File: src/core/io_reconfig_map.vh
// Constants for the I/O reconfiguration sequencer (host side)
`ifndef IO_RECONFIG_MAP_VH
`define IO_RECONFIG_MAP_VH
`define CLK_PERIOD_PS 5000
`define HOLDOFF_US 230
`define HOLDOFF_CYC ((`HOLDOFF_US * 1000000 + `CLK_PERIOD_PS - 1) / `CLK_PERIOD_PS)
`define PULSE_MIN_NS 500
`define PULSE_CYC ((`PULSE_MIN_NS * 1000 + `CLK_PERIOD_PS - 1) / `CLK_PERIOD_PS)
`define TCK_HALF 4'h8
`define IR_LEN 10
`define IR_BYPASS 10'h3ff
`define IR_IO_RECONFIG 10'h00d
`define IR_PULSE_RECONFIG 10'h001
`define IR_PARK 10'h2d0
`define IR_RESUME 10'h2b0
`define OP_IO_RECONFIG 3'h0
`define OP_PARK 3'h1
`define OP_RESUME 3'h2
`define OP_PULSE_INSTR 3'h3
`define OP_PULSE_PIN 3'h4
`define OP_TAP_RESET 3'h5
`endif

File: src/core/tap_shifter.v
// JTAG TAP driver: shifts one instruction or issues a TAP reset
`timescale 1ns/1ps
`include "io_reconfig_map.vh"
module tap_shifter (
    input wire core_clk, // 200 MHz clock
    input wire resetn, // Async reset, active low
    input wire start, // One-cycle request
    input wire do_reset, // Request is a TAP reset
    input wire [`IR_LEN-1:0] instr, // Instruction to load
    output reg busy_ff, // Sequence in progress
    output reg tck_ff, // Test clock out
    output reg tms_ff, // Test mode select
    output reg tdi_ff // Test data in
);
    reg [3:0] div_ff;
    reg [5:0] step_ff;
    reg [5:0] last_ff;
    reg [15:0] tms_seq_ff;
    reg [`IR_LEN-1:0] sh_ff;
    wire fall = busy_ff && tck_ff && div_ff == `TCK_HALF - 4'h1;
    wire rise = busy_ff && !tck_ff && div_ff == `TCK_HALF - 4'h1;
    always @(posedge core_clk or negedge resetn) begin
        if (!resetn) begin
            busy_ff <= 1'b0;
            tck_ff <= 1'b0;
            tms_ff <= 1'b1;
            tdi_ff <= 1'b0;
            div_ff <= 4'h0;
            step_ff <= 6'h0;
            last_ff <= 6'h0;
            tms_seq_ff <= 16'h0;
            sh_ff <= {`IR_LEN{1'b0}};
        end else if (!busy_ff) begin
            div_ff <= 4'h0;
            if (start) begin
                busy_ff <= 1'b1;
                step_ff <= 6'h0;
                sh_ff <= instr;
                if (do_reset) begin
                    // Five TMS ones, then back to idle
                    tms_seq_ff <= 16'h001f;
                    last_ff <= 6'h6;
                end else begin
                    // Idle->SelDR->SelIR->Capture->Shift, shift, exit, upd
                    tms_seq_ff <= 16'hc006;
                    last_ff <= 6'h10;
                end
                tms_ff <= do_reset;
            end
        end else begin
            div_ff <= (div_ff == `TCK_HALF - 4'h1) ? 4'h0 : div_ff + 4'h1;
            if (rise)
                tck_ff <= 1'b1;
            if (fall) begin
                tck_ff <= 1'b0;
                if (step_ff == last_ff) begin
                    busy_ff <= 1'b0;
                    tms_ff <= 1'b0;
                end else begin
                    step_ff <= step_ff + 6'h1;
                    tms_ff <= tms_seq_ff[step_ff[3:0] + 4'h1];
                    // Bit 0 must stand before the first shift edge
                    if (step_ff >= 6'h4 && step_ff < 6'h4 + `IR_LEN) begin
                        tdi_ff <= sh_ff[0];
                        sh_ff <= {1'b0, sh_ff[`IR_LEN-1:1]};
                    end
                end
            end
        end
    end
endmodule // tap_shifter

File: src/core/jtag_io_reconfig_sequencer.v
// Host-side sequencer that drives the device's I/O reconfiguration flow
// Operation
// - After testing, reconfigure by instruction or pin
// - Never load I/O instruction while pin low
// - Wait 230 us after pin release
// - Wait 230 us after pulse or resume
// - After power-up wait 230 us or status high
// - I/O instruction first, then trigger, TAP reset
// - Resume needs no extra reconfiguration pulse
// - Park controllers on interrupt, resume later
// - Park before I/O instruction if programming later
// - Normal-mode recovery needs no prior park
// - Reconfigure by pin low 500 ns or instruction
// - Failed programming after park needs resume
`timescale 1ns/1ps
`include "io_reconfig_map.vh"
module jtag_io_reconfig_sequencer (
    input wire core_clk, // 200 MHz clock
    input wire resetn, // Async reset, active low
    input wire cmd_valid, // Command request, one cycle
    input wire [2:0] cmd_op, // Command code
    input wire config_status_n_pin, // Device status pin
    output reg cmd_ready_ff, // Idle and able to take a command
    output reg cmd_done_ff, // Command finished, one cycle
    output reg cmd_refused_ff, // Command refused, one cycle
    output reg holdoff_ff, // Hold-off window running
    output reg reconfig_request_n_pin_ff, // Reconfig request pin out
    output wire tck, // Test clock
    output wire tms, // Test mode select
    output wire tdi // Test data in
);
    localparam S_IDLE = 2'h0;
    localparam S_SHIFT = 2'h1;
    localparam S_PIN = 2'h2;
    localparam S_WAIT = 2'h3;
    // Header values are 32 bits wide; keep only the counter bits
    localparam [31:0] HOLD_CYC_W = `HOLDOFF_CYC;
    localparam [31:0] PULSE_CYC_W = `PULSE_CYC;
    localparam [23:0] HOLD_CYC = HOLD_CYC_W[23:0];
    localparam [7:0] PULSE_CYC = PULSE_CYC_W[7:0];
    reg [1:0] state_ff;
    reg [2:0] op_ff;
    reg [23:0] hold_cnt_ff;
    reg [7:0] pulse_cnt_ff;
    reg [2:0] stat_sync_ff;
    reg stat_high_ff;
    reg start_ff;
    reg rst_req_ff;
    reg [`IR_LEN-1:0] instr_ff;
    reg restart_hold;
    reg power_up_ff;
    wire busy;
    wire tck_i;
    wire tms_i;
    wire tdi_i;
    wire take;
    wire io_block;
    wire pin_done;
    wire shift_done;
    wire trig_instr;
    wire hold_last;
    wire early_ok;
    assign tck = tck_i;
    assign tms = tms_i;
    assign tdi = tdi_i;
    assign take = cmd_valid && cmd_ready_ff;
    // Pin low check is a guard; the pin is only low while not ready
    assign io_block = holdoff_ff || !reconfig_request_n_pin_ff;
    assign pin_done = state_ff == S_PIN && pulse_cnt_ff == 8'h0;
    assign shift_done = state_ff == S_WAIT && !busy && !start_ff;
    assign trig_instr = op_ff == `OP_PULSE_INSTR || op_ff == `OP_RESUME;
    assign hold_last = hold_cnt_ff == HOLD_CYC - 24'h1;
    // Status-high release is for the power-up wait only
    assign early_ok = power_up_ff && stat_high_ff;
    tap_shifter u_tap (
        .core_clk(core_clk),
        .resetn(resetn),
        .start(start_ff),
        .do_reset(rst_req_ff),
        .instr(instr_ff),
        .busy_ff(busy),
        .tck_ff(tck_i),
        .tms_ff(tms_i),
        .tdi_ff(tdi_i)
    );
    // Status pin crosses in; first stage feeds only the second
    always @(posedge core_clk or negedge resetn) begin
        if (!resetn) begin
            stat_sync_ff <= 3'h0;
            stat_high_ff <= 1'b0;
        end else begin
            stat_sync_ff <= {stat_sync_ff[1:0], config_status_n_pin};
            if (stat_sync_ff[1] == stat_sync_ff[2])
                stat_high_ff <= stat_sync_ff[2];
        end
    end
    always @* begin
        restart_hold = 1'b0;
        if (pin_done)
            restart_hold = 1'b1;
        if (shift_done && trig_instr)
            restart_hold = 1'b1;
    end
    // Hold-off starts at power-up and on each trigger; status high ends only the power-up one early
    always @(posedge core_clk or negedge resetn) begin
        if (!resetn) begin
            hold_cnt_ff <= 24'h0;
            holdoff_ff <= 1'b1;
        end else if (restart_hold) begin
            hold_cnt_ff <= 24'h0;
            holdoff_ff <= 1'b1;
        end else if (holdoff_ff) begin
            hold_cnt_ff <= hold_cnt_ff + 24'h1;
            if (hold_last || early_ok)
                holdoff_ff <= 1'b0;
        end
    end
    // Any trigger ends the power-up window for good
    always @(posedge core_clk or negedge resetn) begin
        if (!resetn)
            power_up_ff <= 1'b1;
        else if (restart_hold)
            power_up_ff <= 1'b0;
    end
    always @(posedge core_clk or negedge resetn) begin
        if (!resetn) begin
            state_ff <= S_IDLE;
            op_ff <= `OP_TAP_RESET;
            pulse_cnt_ff <= 8'h0;
            start_ff <= 1'b0;
            rst_req_ff <= 1'b0;
            instr_ff <= `IR_BYPASS;
            cmd_ready_ff <= 1'b0;
            cmd_done_ff <= 1'b0;
            cmd_refused_ff <= 1'b0;
            reconfig_request_n_pin_ff <= 1'b1;
        end else begin
            start_ff <= 1'b0;
            cmd_done_ff <= 1'b0;
            cmd_refused_ff <= 1'b0;
            case (state_ff)
            S_IDLE: begin
                cmd_ready_ff <= 1'b1;
                if (take) begin
                    cmd_ready_ff <= 1'b0;
                    op_ff <= cmd_op;
                    rst_req_ff <= cmd_op == `OP_TAP_RESET;
                    case (cmd_op)
                    `OP_IO_RECONFIG: begin
                        if (io_block) begin
                            // Never shift it while the device could drop it
                            cmd_refused_ff <= 1'b1;
                            cmd_ready_ff <= 1'b1;
                        end else begin
                            instr_ff <= `IR_IO_RECONFIG;
                            start_ff <= 1'b1;
                            state_ff <= S_WAIT;
                        end
                    end
                    `OP_PARK: begin
                        instr_ff <= `IR_PARK;
                        start_ff <= 1'b1;
                        state_ff <= S_WAIT;
                    end
                    `OP_RESUME: begin
                        instr_ff <= `IR_RESUME;
                        start_ff <= 1'b1;
                        state_ff <= S_WAIT;
                    end
                    `OP_PULSE_INSTR: begin
                        instr_ff <= `IR_PULSE_RECONFIG;
                        start_ff <= 1'b1;
                        state_ff <= S_WAIT;
                    end
                    `OP_PULSE_PIN: begin
                        reconfig_request_n_pin_ff <= 1'b0;
                        pulse_cnt_ff <= PULSE_CYC;
                        state_ff <= S_PIN;
                    end
                    `OP_TAP_RESET: begin
                        start_ff <= 1'b1;
                        state_ff <= S_WAIT;
                    end
                    default: begin
                        cmd_refused_ff <= 1'b1;
                        cmd_ready_ff <= 1'b1;
                    end
                    endcase
                end
            end
            S_PIN: begin
                if (pulse_cnt_ff == 8'h0) begin
                    reconfig_request_n_pin_ff <= 1'b1;
                    cmd_done_ff <= 1'b1;
                    state_ff <= S_IDLE;
                end else begin
                    pulse_cnt_ff <= pulse_cnt_ff - 8'h1;
                end
            end
            S_WAIT: begin
                // Shifter raises busy the cycle after start
                if (shift_done) begin
                    cmd_done_ff <= 1'b1;
                    state_ff <= S_IDLE;
                end
            end
            default: state_ff <= S_IDLE;
            endcase
        end
    end
endmodule // jtag_io_reconfig_sequencer

File: config.mk
export PLATFORM = sky130hd
export DESIGN_NAME = jtag_io_reconfig_sequencer
export DESIGN_NICKNAME = d
export VERILOG_FILES = /design/src/core/tap_shifter.v /design/src/core/jtag_io_reconfig_sequencer.v
export VERILOG_INCLUDE_DIRS = /design/src /design/src/core
export SDC_FILE = /design/constraint.sdc
export NUM_CORES = 1
export LEC_CHECK = 0
export BUFFER_PORTS_ARGS = -buffer_cell sky130_fd_sc_hd__buf_2
export CAP_MARGIN = 10
export CORE_ASPECT_RATIO = 0.5
export CORE_MARGIN = 8
export CORE_UTILIZATION = 53
export CTS_BUF_LIST = sky130_fd_sc_hd__clkbuf_16
export DETAILED_ROUTE_END_ITERATION = 10
export GPL_TIMING_DRIVEN = 0
export PLACE_DENSITY = 0.73
export SYNTH_ARGS = -nofsm -noshare
export SYNTH_HDL_FRONTEND = slang
export SYNTH_HIERARCHICAL = 1
export SYNTH_SLANG_ARGS = --single-unit
File: constraint.sdc
create_clock -name core_clk -period 2 [get_ports core_clk]
set_clock_uncertainty 0.2 [all_clocks]
set_input_delay 0.1 -clock core_clk [delete_from_list [all_inputs] [get_ports core_clk]]
set_output_delay 0.1 -clock core_clk [all_outputs]
set_load 0.05 [all_outputs]
==> impl_metrics.py, run 1 <==
metrics = {
    "route": {
        "first_iter_violations": 240,
        "vias": 3285,
        "drt-wirelength-per-cell_um": 16.8,
        "drc": 0,
        "met3WireLength_um": 420,
        "ant_nets": 0,
        "topRoutingLayerUsed": "met4",
        "met1_length_mm": 4.15,
        "avgViaCountPerCell": 5.86,
        "firstDrtPassIters": 5,
        "wl_met2_mm": 4.69,
        "wl_mm": 9.42,
    },
    "setup_path": {
        "cp_cell_sequence": "inv_2, ha_4, or3b_4, nor3_4, o21a_1, buf_6, clkbuf_16, nor2_2",
        "arrival_ns": 2.08,
        "crit_fanout": 7,
        "crit_slowest_cell": "dfrtp_1",
        "worstSetupStartpointType": "register",
        "cpPeakStageDelay_ns": 0.41,
        "endpoint_kind": "register",
        "crit_buf_inv": 3,
        "cp.required_ns": 2.02,
        "critPathKind": "reg -> reg",
        "path_delay_family": "simple AND/OR/NAND/NOR gates",
    },
    "synth": {
        "syn_nets": 404,
        "synth_seq_cells": 81,
        "syn_area_per_cell_um2": 10.6,
        "async_reset_ff_frac": 1.00,
        "synth_edf_count": 0,
        "synth_warnings": 6,
        "synth_top_family_by_area": "simple AND/OR/NAND/NOR gates",
        "synth-compound-area-share": 0.129,
        "syn_inst": 392,
        "synth_fa_ha_area_frac": 0.0175,
        "muxShareOfSynthArea": 0.0692,
        "synth_xor_area_frac": 0.0402,
        "synth_seq_area_share": 0.493,
        "synthSimpleGateAreaFrac": 0.213,
        "ys_types": 66,
        "ys.flop_type": "dfrtp_1",
        "syn-cell-area_um2": 4140,
    },
    "timing": {
        "fin_hold_ws_ns": 0.0406,
        "min_period_ns": 2.05,
        "slew_violations": 0,
        "fin_crit_sh": 1.03,
        "final_hold_viol_count": 0,
        "setup_violations": 35,
        "rsz0062_at_grt": "true",
        "worst_pin_slew_ns": 0.522,
        "fmax_mhz": 487,
        "postLayoutSetupSlackWorst_ns": -0.0525,
        "max-slew-margin-rel": 0.652,
    },
    "status": {
        "status": "finished with violations",
        "violations": "setup timing",
    },
    "power": {
        "power_density_nw_per_um2": 1240,
        "leakage_uw": 0.00228,
        "peakVddDrop_v": 0.000547,
        "swShare": 0.346,
        "power.internal_uw": 4230,
        "comb_power_share": 0.365,
        "pwr-share-seq": 0.386,
        "p_clk_frac": 0.248,
        "p_sw_uw": 2240,
    },
    "clocking": {
        "cts_tree": "yes",
        "h-tree-depth": 3,
        "numClockSinks": 81,
        "clkTransAtPathRegs_ns": 0.06,
        "clock-root-buffer": "clkbuf_16",
        "cts_buffers": 9,
        "cts_buffer_depth": 2,
        "clk_latency_ns": 0.34,
    },
    "floorplanning": {
        "die_w_um": 141,
        "die_area_um2": 11100,
        "initial_core_util": 0.555,
        "io_pins": 15,
        "core-area_um2": 7460,
        "die_h_um": 78.5,
        "fp-row-count": 22,
    },
    "finish": {
        "nFillCells": 523,
        "area_growth_pct": 25.9,
        "num_antenna_cells": 0,
        "final_cell_area_um2": 5210,
        "fin_nets": 460,
        "drive_gt1_frac": 0.327,
    },
    "place": {
        "gp_congestion": 0.849,
        "place_area_um2": 4410,
        "port_buffers": 13,
        "hpwl_mm": 5.60,
    },
    "global_route": {
        "grtUsageTotal": 0.166,
        "grt_pass1_wl_mm": 14.9,
        "grt_pass1_vias": 3110,
        "antenna_found_initial": 0,
        "overflow": 0,
        "grt_max_degree": 53,
    },
    "flow_run": {
        "cap_viol_max_count": 0,
    },
    "min_path": {
        "hold_path_class": "in -> async",
    },
}
[worst paths after layout]
kind	from	to	slack [ns]	depth (start not counted)
setup / recovery	pulse_cnt_ff[1]$_DFFE_PN0P_	hold_cnt_ff[3]$_DFFE_PN0P_	-0.05	8
hold / removal	resetn	hold_cnt_ff[9]$_DFFE_PN0P_	0.04	2
setup reg to reg	pulse_cnt_ff[1]$_DFFE_PN0P_	hold_cnt_ff[3]$_DFFE_PN0P_	-0.05	8
hold reg to reg	stat_sync_ff[0]$_DFF_PN0_	stat_sync_ff[1]$_DFF_PN0_	0.15	0
max in group asynchronous	resetn	u_tap/tms_ff$_DFFE_PN1P_	0.92	3
min in group core_clk	stat_sync_ff[0]$_DFF_PN0_	stat_sync_ff[1]$_DFF_PN0_	0.15	0
[synthesized netlist by cell type (all sizes together), types with 3 or more instances]
cell / count / area share
nor2: 32 / 0.029
inv: 12 / 0.011
o21ai: 16 / 0.020
dfrtp: 70 / 0.42
nand2: 30 / 0.027
mux2i: 5 / 0.012
a31oi: 4 / 0.0097
or3: 5 / 0.0076
nor3: 7 / 0.0097
nand4: 10 / 0.017
and3: 10 / 0.015
nand2b: 6 / 0.0091
o21a: 4 / 0.0073
and4b: 3 / 0.0082
nor2b: 6 / 0.0091
dfstp: 11 / 0.070
and2: 4 / 0.0060
clkbuf: 6 / 0.0057
o31ai: 10 / 0.018
nor4: 7 / 0.012
and4: 4 / 0.0088
mux2: 21 / 0.057
ha: 5 / 0.015
xor2: 8 / 0.017
xnor2: 11 / 0.023
buf: 11 / 0.021
a21oi: 20 / 0.024
or4: 10 / 0.019
nand3: 13 / 0.016
[flip-flops by register name, summed over array words and instances (netlist names), 2 cells and up]
register	cells
hold_cnt_ff	24
u_tap/sh_ff	10
pulse_cnt_ff	8
instr_ff	6
u_tap/step_ff	6
u_tap/div_ff	4
stat_sync_ff	3
u_tap/tms_seq_ff	3
op_ff	2
state_ff	2
[cell families (layout without fill, tap and decap cells)]
logic type / after synthesis / count (layout)
simple gates: 155 / 155
buf+inv: 29 / 90
compound gates: 76 / 76
flops: 81 / 81
fa+ha+maj: 6 / 6
xor+xnor: 19 / 19
mux: 26 / 26
[cell type report]
type | count | area [µm²] | share of cell area
plain buffers | 15 | 130 | 0.0250
clock buffers | 9 | 225 | 0.0432
clock inverters | 7 | 62.6 | 0.0120
inverters | 12 | 45.0 | 0.00865
multi-input cells | 282 | 2160 | 0.414
flip-flops and latches | 81 | 2040 | 0.392
well taps | 108 | 135 | 0.0259
repair buffers | 47 | 414 | 0.0795
[through the flow]
| stage | TNS (ns) | util | setup WS, ns | total power, µW | instances |
|---|---|---|---|---|---|
| after CTS | -0.00669 | 0.663 | -0.00669 | 6150 | 549 |
| after global routing | -3.26 | 0.698 | -0.119 | 6820 | 561 |
| after detailed placement | -4.24 | 0.592 | -0.224 | 4320 | 514 |
| final | -1.04 | 0.698 | -0.0525 | 6470 | 561 |
| after floorplan | -1.01 | - | -0.0858 | 3890 | 392 |
| after global placement | -3.59 | 0.588 | -0.180 | 4220 | 513 |
[power groups by stage]
stage | Sequential, µW | Combinational, µW | Clock [µW]
after floorplan | 2570 | 1320 | 0
after global placement | 2470 | 1750 | 0
after detailed placement | 2500 | 1830 | 0
after CTS | 2470 | 2040 | 1630
after global routing | 2550 | 2560 | 1700
final | 2500 | 2360 | 1600
[routing by layer]
metal | up-vias | GRT usage
li1 | 1542 | -
met1 | 1637 | 0.195
met2 | 87 | 0.283
met3 | 19 | 0.0555
met4 | 0 | 0.0585
met5 | - | 0
[cells in the final DEF, fill, tap and decap left out, types with 9 or more instances in the layout]
master      n
dfrtp_1    69
nand2_1    30
buf_4      25
nor2_1     22
a21oi_1    18
o21ai_0    14
buf_2      12
mux2_2     12
inv_1      11
nand3_1    11
xnor2_1    11
clkbuf_16  11
dfstp_2    11
o31ai_1    10
buf_6       9
nand4_1     9
mux2_4      9
[what timing repair did]
action                                  4_1_cts  5_1_grt
buffers inserted                             12       12
endpoints found under the setup margin       33       47
pin swaps                                     5       13
cloned                                        2        1
hold buffers                                  6        0
gates resized for setup                      14       45
endpoints found under the hold margin        86        0
No activity file was read; power rests on OpenSTA's default activity.
==> inputs of run 2 (changes only) <==
CORE_UTILIZATION = 43   (was 53)
PLACE_DENSITY = not set   (was 0.73)
==> impl_metrics.py, run 2 (synthesized netlist as in run 1, its figures left out) <==
metrics = {
    "setup_path": {
        "cp_cell_sequence": "or4_4, nor3_4, o21a_1, buf_6, clkbuf_16, a21oi_2",
        "crit_slowest_cell": "or4_4",
        "arrival_ns": 2.03,
        "critPathKind": "reg -> reg",
        "worstSetupStartpointType": "register",
        "path_delay_family": "simple AND/OR/NAND/NOR gates",
        "crit_buf_inv": 2,
        "endpoint_kind": "register",
        "regToRegSetupSlack_ns": -0.02,
        "crit_fanout": 6,
        "r2r-end": "hold_cnt_ff[19]$_DFFE_PN0P_",
        "reg2reg_from": "pulse_cnt_ff[5]$_DFFE_PN0P_",
        "cp.required_ns": 2.01,
        "rr_worst_depth": 6,
        "cpPeakStageDelay_ns": 0.59,
    },
    "global_route": {
        "grtUsageTotal": 0.139,
        "overflow": 0,
        "antenna_found_initial": 0,
        "grt_pass1_vias": 3147,
        "grt_max_degree": 58,
        "grt_pass1_wl_mm": 15.1,
    },
    "status": {
        "status": "finished with violations",
        "violations": "setup timing",
    },
    "timing": {
        "max-slew-margin-rel": 0.647,
        "fmax_mhz": 494,
        "worst_pin_slew_ns": 0.528,
        "setup_tns_ns": -0.165,
        "min_period_ns": 2.02,
        "fin_crit_sh": 1.01,
        "fin_hold_ws_ns": 0.0211,
        "setup_violations": 18,
        "rsz0062_at_grt": "true",
        "final_hold_viol_count": 0,
        "postLayoutSetupSlackWorst_ns": -0.0234,
        "slew_violations": 0,
    },
    "clocking": {
        "clkTransAtPathRegs_ns": 0.06,
        "clock-root-buffer": "clkbuf_16",
        "h-tree-depth": 3,
        "clk_latency_ns": 0.33,
        "cts_buffer_depth": 2,
        "cts_buffers": 9,
        "numClockSinks": 81,
        "cts_tree": "yes",
    },
    "finish": {
        "multi_input_area_um2": 2190,
        "final_util": 0.561,
        "layout_common_cells": "dfrtp_1, nand2_1, nor2_1, buf_4, buf_2",
        "seq_area_um2": 2040,
        "largest_reg_flops": 24,
        "num_antenna_cells": 0,
        "nFillCells": 794,
        "top_register": "hold_cnt_ff",
        "final_common_cell": "dfrtp_1",
        "drive_gt1_frac": 0.347,
        "fin_nets": 462,
        "area_growth_pct": 27.6,
        "reg_top3": "hold_cnt_ff x24, u_tap/sh_ff x10, pulse_cnt_ff x8",
    },
    "route": {
        "drt-wirelength-per-cell_um": 15.5,
        "drc": 0,
        "vias": 3234,
        "first_iter_violations": 158,
        "avgViaCountPerCell": 5.48,
        "wl_mm": 9.14,
        "ant_nets": 0,
        "firstDrtPassIters": 4,
    },
    "place": {
        "port_buffers": 13,
        "gp_congestion": 0.818,
        "hpwl_mm": 5.90,
    },
    "power": {
        "power_density_nw_per_um2": 1230,
        "peakVddDrop_v": 0.000508,
        "leakage_uw": 0.00229,
    },
    "flow_run": {
        "cap_viol_max_count": 0,
    },
    "floorplanning": {
        "die_w_um": 155,
        "die_area_um2": 13200,
        "io_pins": 15,
        "core-area_um2": 9420,
        "fp-row-count": 25,
        "initial_core_util": 0.440,
        "die_h_um": 85.4,
    },
    "min_path": {
        "hold_path_class": "in -> async",
    },
}
run 2: cell count changes in the layout (fill, tap and decap cells not counted), sizes merged:
cell	delta
buf	+4
clkbuf	-2
run 2: per-stage QoR:
| step | cell area, µm² | setup WS, ns | total power (µW) | cells |
|---|---|---|---|---|
| after detailed placement | 4450 | -0.223 | 4330 | 541 |
| after global placement | 4420 | -0.189 | 4240 | 540 |
| after CTS | 4950 | -0.00931 | 6200 | 577 |
| after floorplan | 4180 | -0.0858 | 3890 | 392 |
| after global routing | 5280 | -0.0958 | 6940 | 590 |
| final | 5280 | -0.0234 | 6520 | 590 |
run 2: worst max-delay path by stage:
stage,from,to,slack (ns),cells after the start
after detailed placement,u_tap/div_ff[0]$_DFF_PN0_,u_tap/sh_ff[5]$_DFFE_PN0P_,-0.22,6
after global routing,state_ff[1]$_DFFE_PN0P_,pulse_cnt_ff[4]$_DFFE_PN0P_,-0.1,5
after floorplan,holdoff_ff$_DFF_PN1_,hold_cnt_ff[21]$_DFFE_PN0P_,-0.09,5
final,pulse_cnt_ff[5]$_DFFE_PN0P_,hold_cnt_ff[19]$_DFFE_PN0P_,-0.02,6
after CTS,pulse_cnt_ff[5]$_DFFE_PN0P_,pulse_cnt_ff[6]$_DFFE_PN0P_,-0.009,4
after global placement,u_tap/div_ff[0]$_DFF_PN0_,u_tap/sh_ff[5]$_DFFE_PN0P_,-0.19,6
run 2: report_power, final:
group	leakage (µW)	switching [µW]	internal (µW)
combinational	0.00113	1190	1150
clock	0.000142	683	977
sequential	0.00102	375	2130
total	0.00229	2250	4260
run 2: layer usage:
metal,global-route usage,wire length (µm),share of wire
met4,0.0397,80,0.0088
met1,0.178,4270,0.47
met3,0.0421,305,0.033
met5,0,0,0
met2,0.224,4490,0.49
run 2: area by class of cell:
| cell class | instances | area share |
|---|---|---|
| buffer | 15 | 0.0232 |
| clock buffer | 9 | 0.0426 |
| clock inverter | 7 | 0.0152 |
| inverter | 12 | 0.00853 |
| multi-input combinational | 282 | 0.414 |
| sequential | 81 | 0.387 |
| tap | 135 | 0.0320 |
| timing repair buffer | 49 | 0.0777 |
run 2: repair_timing:
| item | CTS | global route |
|---|---|---|
| buffers inserted | 15 | 12 |
| gates cloned | 0 | 2 |
| endpoints found under the setup margin | 40 | 45 |
| gates resized for setup | 12 | 49 |
| hold buffers | 6 | 0 |
| hold endpoints to repair | 83 | 0 |
| pin swaps | 5 | 13 |
==> inputs of run 3 (changes only) <==
PLACE_DENSITY = 0.65   (was not set)
clock period = 2.4 ns   (was 2 ns; I/O delays follow)
==> impl_metrics.py, run 3 (synthesized netlist as in run 1, its figures left out) <==
metrics = {
    "finish": {
        "drive_gt1_frac": 0.218,
        "top_register": "hold_cnt_ff",
        "final_common_cell": "dfrtp_1",
        "num_antenna_cells": 0,
        "reg_top3": "hold_cnt_ff x24, u_tap/sh_ff x10, pulse_cnt_ff x8",
        "fin_nets": 434,
        "instances_no_fill": 562,
        "area_growth_pct": 14.0,
        "largest_reg_flops": 24,
        "final_cell_area_um2": 4720,
        "layout_common_cells": "dfrtp_1, nor2_1, nand2_1, mux2_2, a21oi_1",
    },
    "global_route": {
        "antenna_found_initial": 0,
        "grtUsageTotal": 0.132,
        "overflow": 0,
        "grt_max_degree": 50,
        "grt_pass1_wl_mm": 14.2,
        "grt_pass1_vias": 2986,
    },
    "clocking": {
        "clkTransAtPathRegs_ns": 0.06,
        "cts_tree": "yes",
        "numClockSinks": 81,
        "post_cts_buffers": 0,
        "h-tree-depth": 3,
        "cts_buffers": 9,
        "clk_latency_ns": 0.33,
        "cts_buffer_depth": 2,
        "clock-root-buffer": "clkbuf_16",
    },
    "floorplanning": {
        "die_w_um": 155,
        "io_pins": 15,
        "fp-row-count": 25,
        "die_h_um": 85.4,
        "core-area_um2": 9420,
        "initial_core_util": 0.440,
        "die_area_um2": 13200,
    },
    "timing": {
        "fin_crit_sh": 0.930,
        "worst_pin_slew_ns": 0.814,
        "slew_violations": 0,
        "fmax_mhz": 448,
        "final_hold_viol_count": 0,
        "rsz0062_at_grt": "false",
        "min_period_ns": 2.23,
        "setup_tns_ns": 0,
        "setup_violations": 0,
        "max-slew-margin-rel": 0.449,
        "postLayoutSetupSlackWorst_ns": 0.168,
    },
    "power": {
        "peakVddDrop_v": 0.000368,
        "leakage_uw": 0.00206,
        "power_density_nw_per_um2": 1010,
    },
    "place": {
        "dp.cells": 541,
        "hpwl_mm": 5.65,
        "port_buffers": 13,
        "place_area_um2": 4400,
        "gp_congestion": 0.793,
        "preCtsSetupSlack_ns": 0.175,
    },
    "setup_path": {
        "cp.required_ns": 2.42,
        "cpPeakStageDelay_ns": 0.40,
        "arrival_ns": 2.25,
        "worstSetupStartpointType": "register",
        "endpoint_kind": "register",
        "crit_slowest_cell": "dfrtp_1",
        "critPathKind": "reg -> reg",
        "regToRegSetupSlack_ns": 0.17,
        "cp_cell_sequence": "ha_1, and4b_4, and2_1, buf_4, a31oi_4, mux2_2",
        "crit_fanout": 10,
    },
    "flow_run": {
        "cap_viol_max_count": 0,
    },
    "route": {
        "avgViaCountPerCell": 5.38,
        "wl_mm": 8.19,
        "drt-wirelength-per-cell_um": 14.6,
        "ant_nets": 0,
        "first_iter_violations": 121,
        "firstDrtPassIters": 4,
        "drc": 0,
        "vias": 3022,
    },
    "status": {
        "status": "complete, no violations",
    },
    "min_path": {
        "hold_path_class": "in -> reg",
    },
}
run 3: changes by cell type in the layout (fill, tap and decap cells not counted), sizes merged:
cell and change:
clkinvlp -1, buf -28, bufinv -1, dlygate4sd3 -1
clkbuf +1, clkinv +2
run 3: worst max-delay path, delay by kind of cell (launching register included):
family	cells	cell delay, ns
buffers and inverters	1	0.16
muxes	1	0.39
and+or+nand+nor	2	0.38
AOI/OAI and AO/OA	1	0.33
adders and majority gates	1	0.25
DFF	1	0.40
run 3: layer usage:
metal	global-route usage	up-vias	wire, µm
li1	-	1500	-
met3	0.0375	12	236
met2	0.202	28	3670
met1	0.175	1482	4160
met5	0	-	0
met4	0.0477	0	123
run 3: worst paths after layout:
kind                                            from                           to  depth (start not counted)
hold reg to reg            stat_sync_ff[0]$_DFF_PN0_    stat_sync_ff[1]$_DFF_PN0_                          0
hold / removal                             cmd_valid  pulse_cnt_ff[1]$_DFFE_PN0P_                          4
max in group asynchronous                     resetn      instr_ff[8]$_DFFE_PN1P_                          3
min in group asynchronous                     resetn  pulse_cnt_ff[3]$_DFFE_PN0P_                          2
setup / recovery           u_tap/div_ff[0]$_DFF_PN0_   u_tap/sh_ff[3]$_DFFE_PN0P_                          6
setup reg to reg           u_tap/div_ff[0]$_DFF_PN0_   u_tap/sh_ff[3]$_DFFE_PN0P_                          6
run 3: area by class of cell:
type | instances | area [µm²]
inverters | 12 | 45.0
multi-input cells | 282 | 1940
flip-flops and latches | 81 | 2040
repair buffers | 19 | 145
clock buffers | 9 | 225
clock inverters | 7 | 38.8
fillers | 872 | 4700
plain buffers | 17 | 111
well taps | 135 | 169
run 3: per-stage QoR:
step	hold slack (ns)	total power [µW]	utilization
final	0.0238	4770	0.501
after global routing	0.0999	5070	0.501
after CTS	0.0135	4820	0.501
after detailed placement	-0.100	3560	0.468
after global placement	0.0327	3510	0.464
after floorplan	-0.376	3200	-
run 3: what timing repair did:
action                                 in CTS  in global routing
endpoints found under the hold margin      83                  0
resized for setup                           0                  0
hold buffers                                5                  0
run 3: where the power goes:
group | switching [µW] | internal, µW
clock network | 537 | 689
logic | 831 | 652
registers | 281 | 1780
total | 1650 | 3120
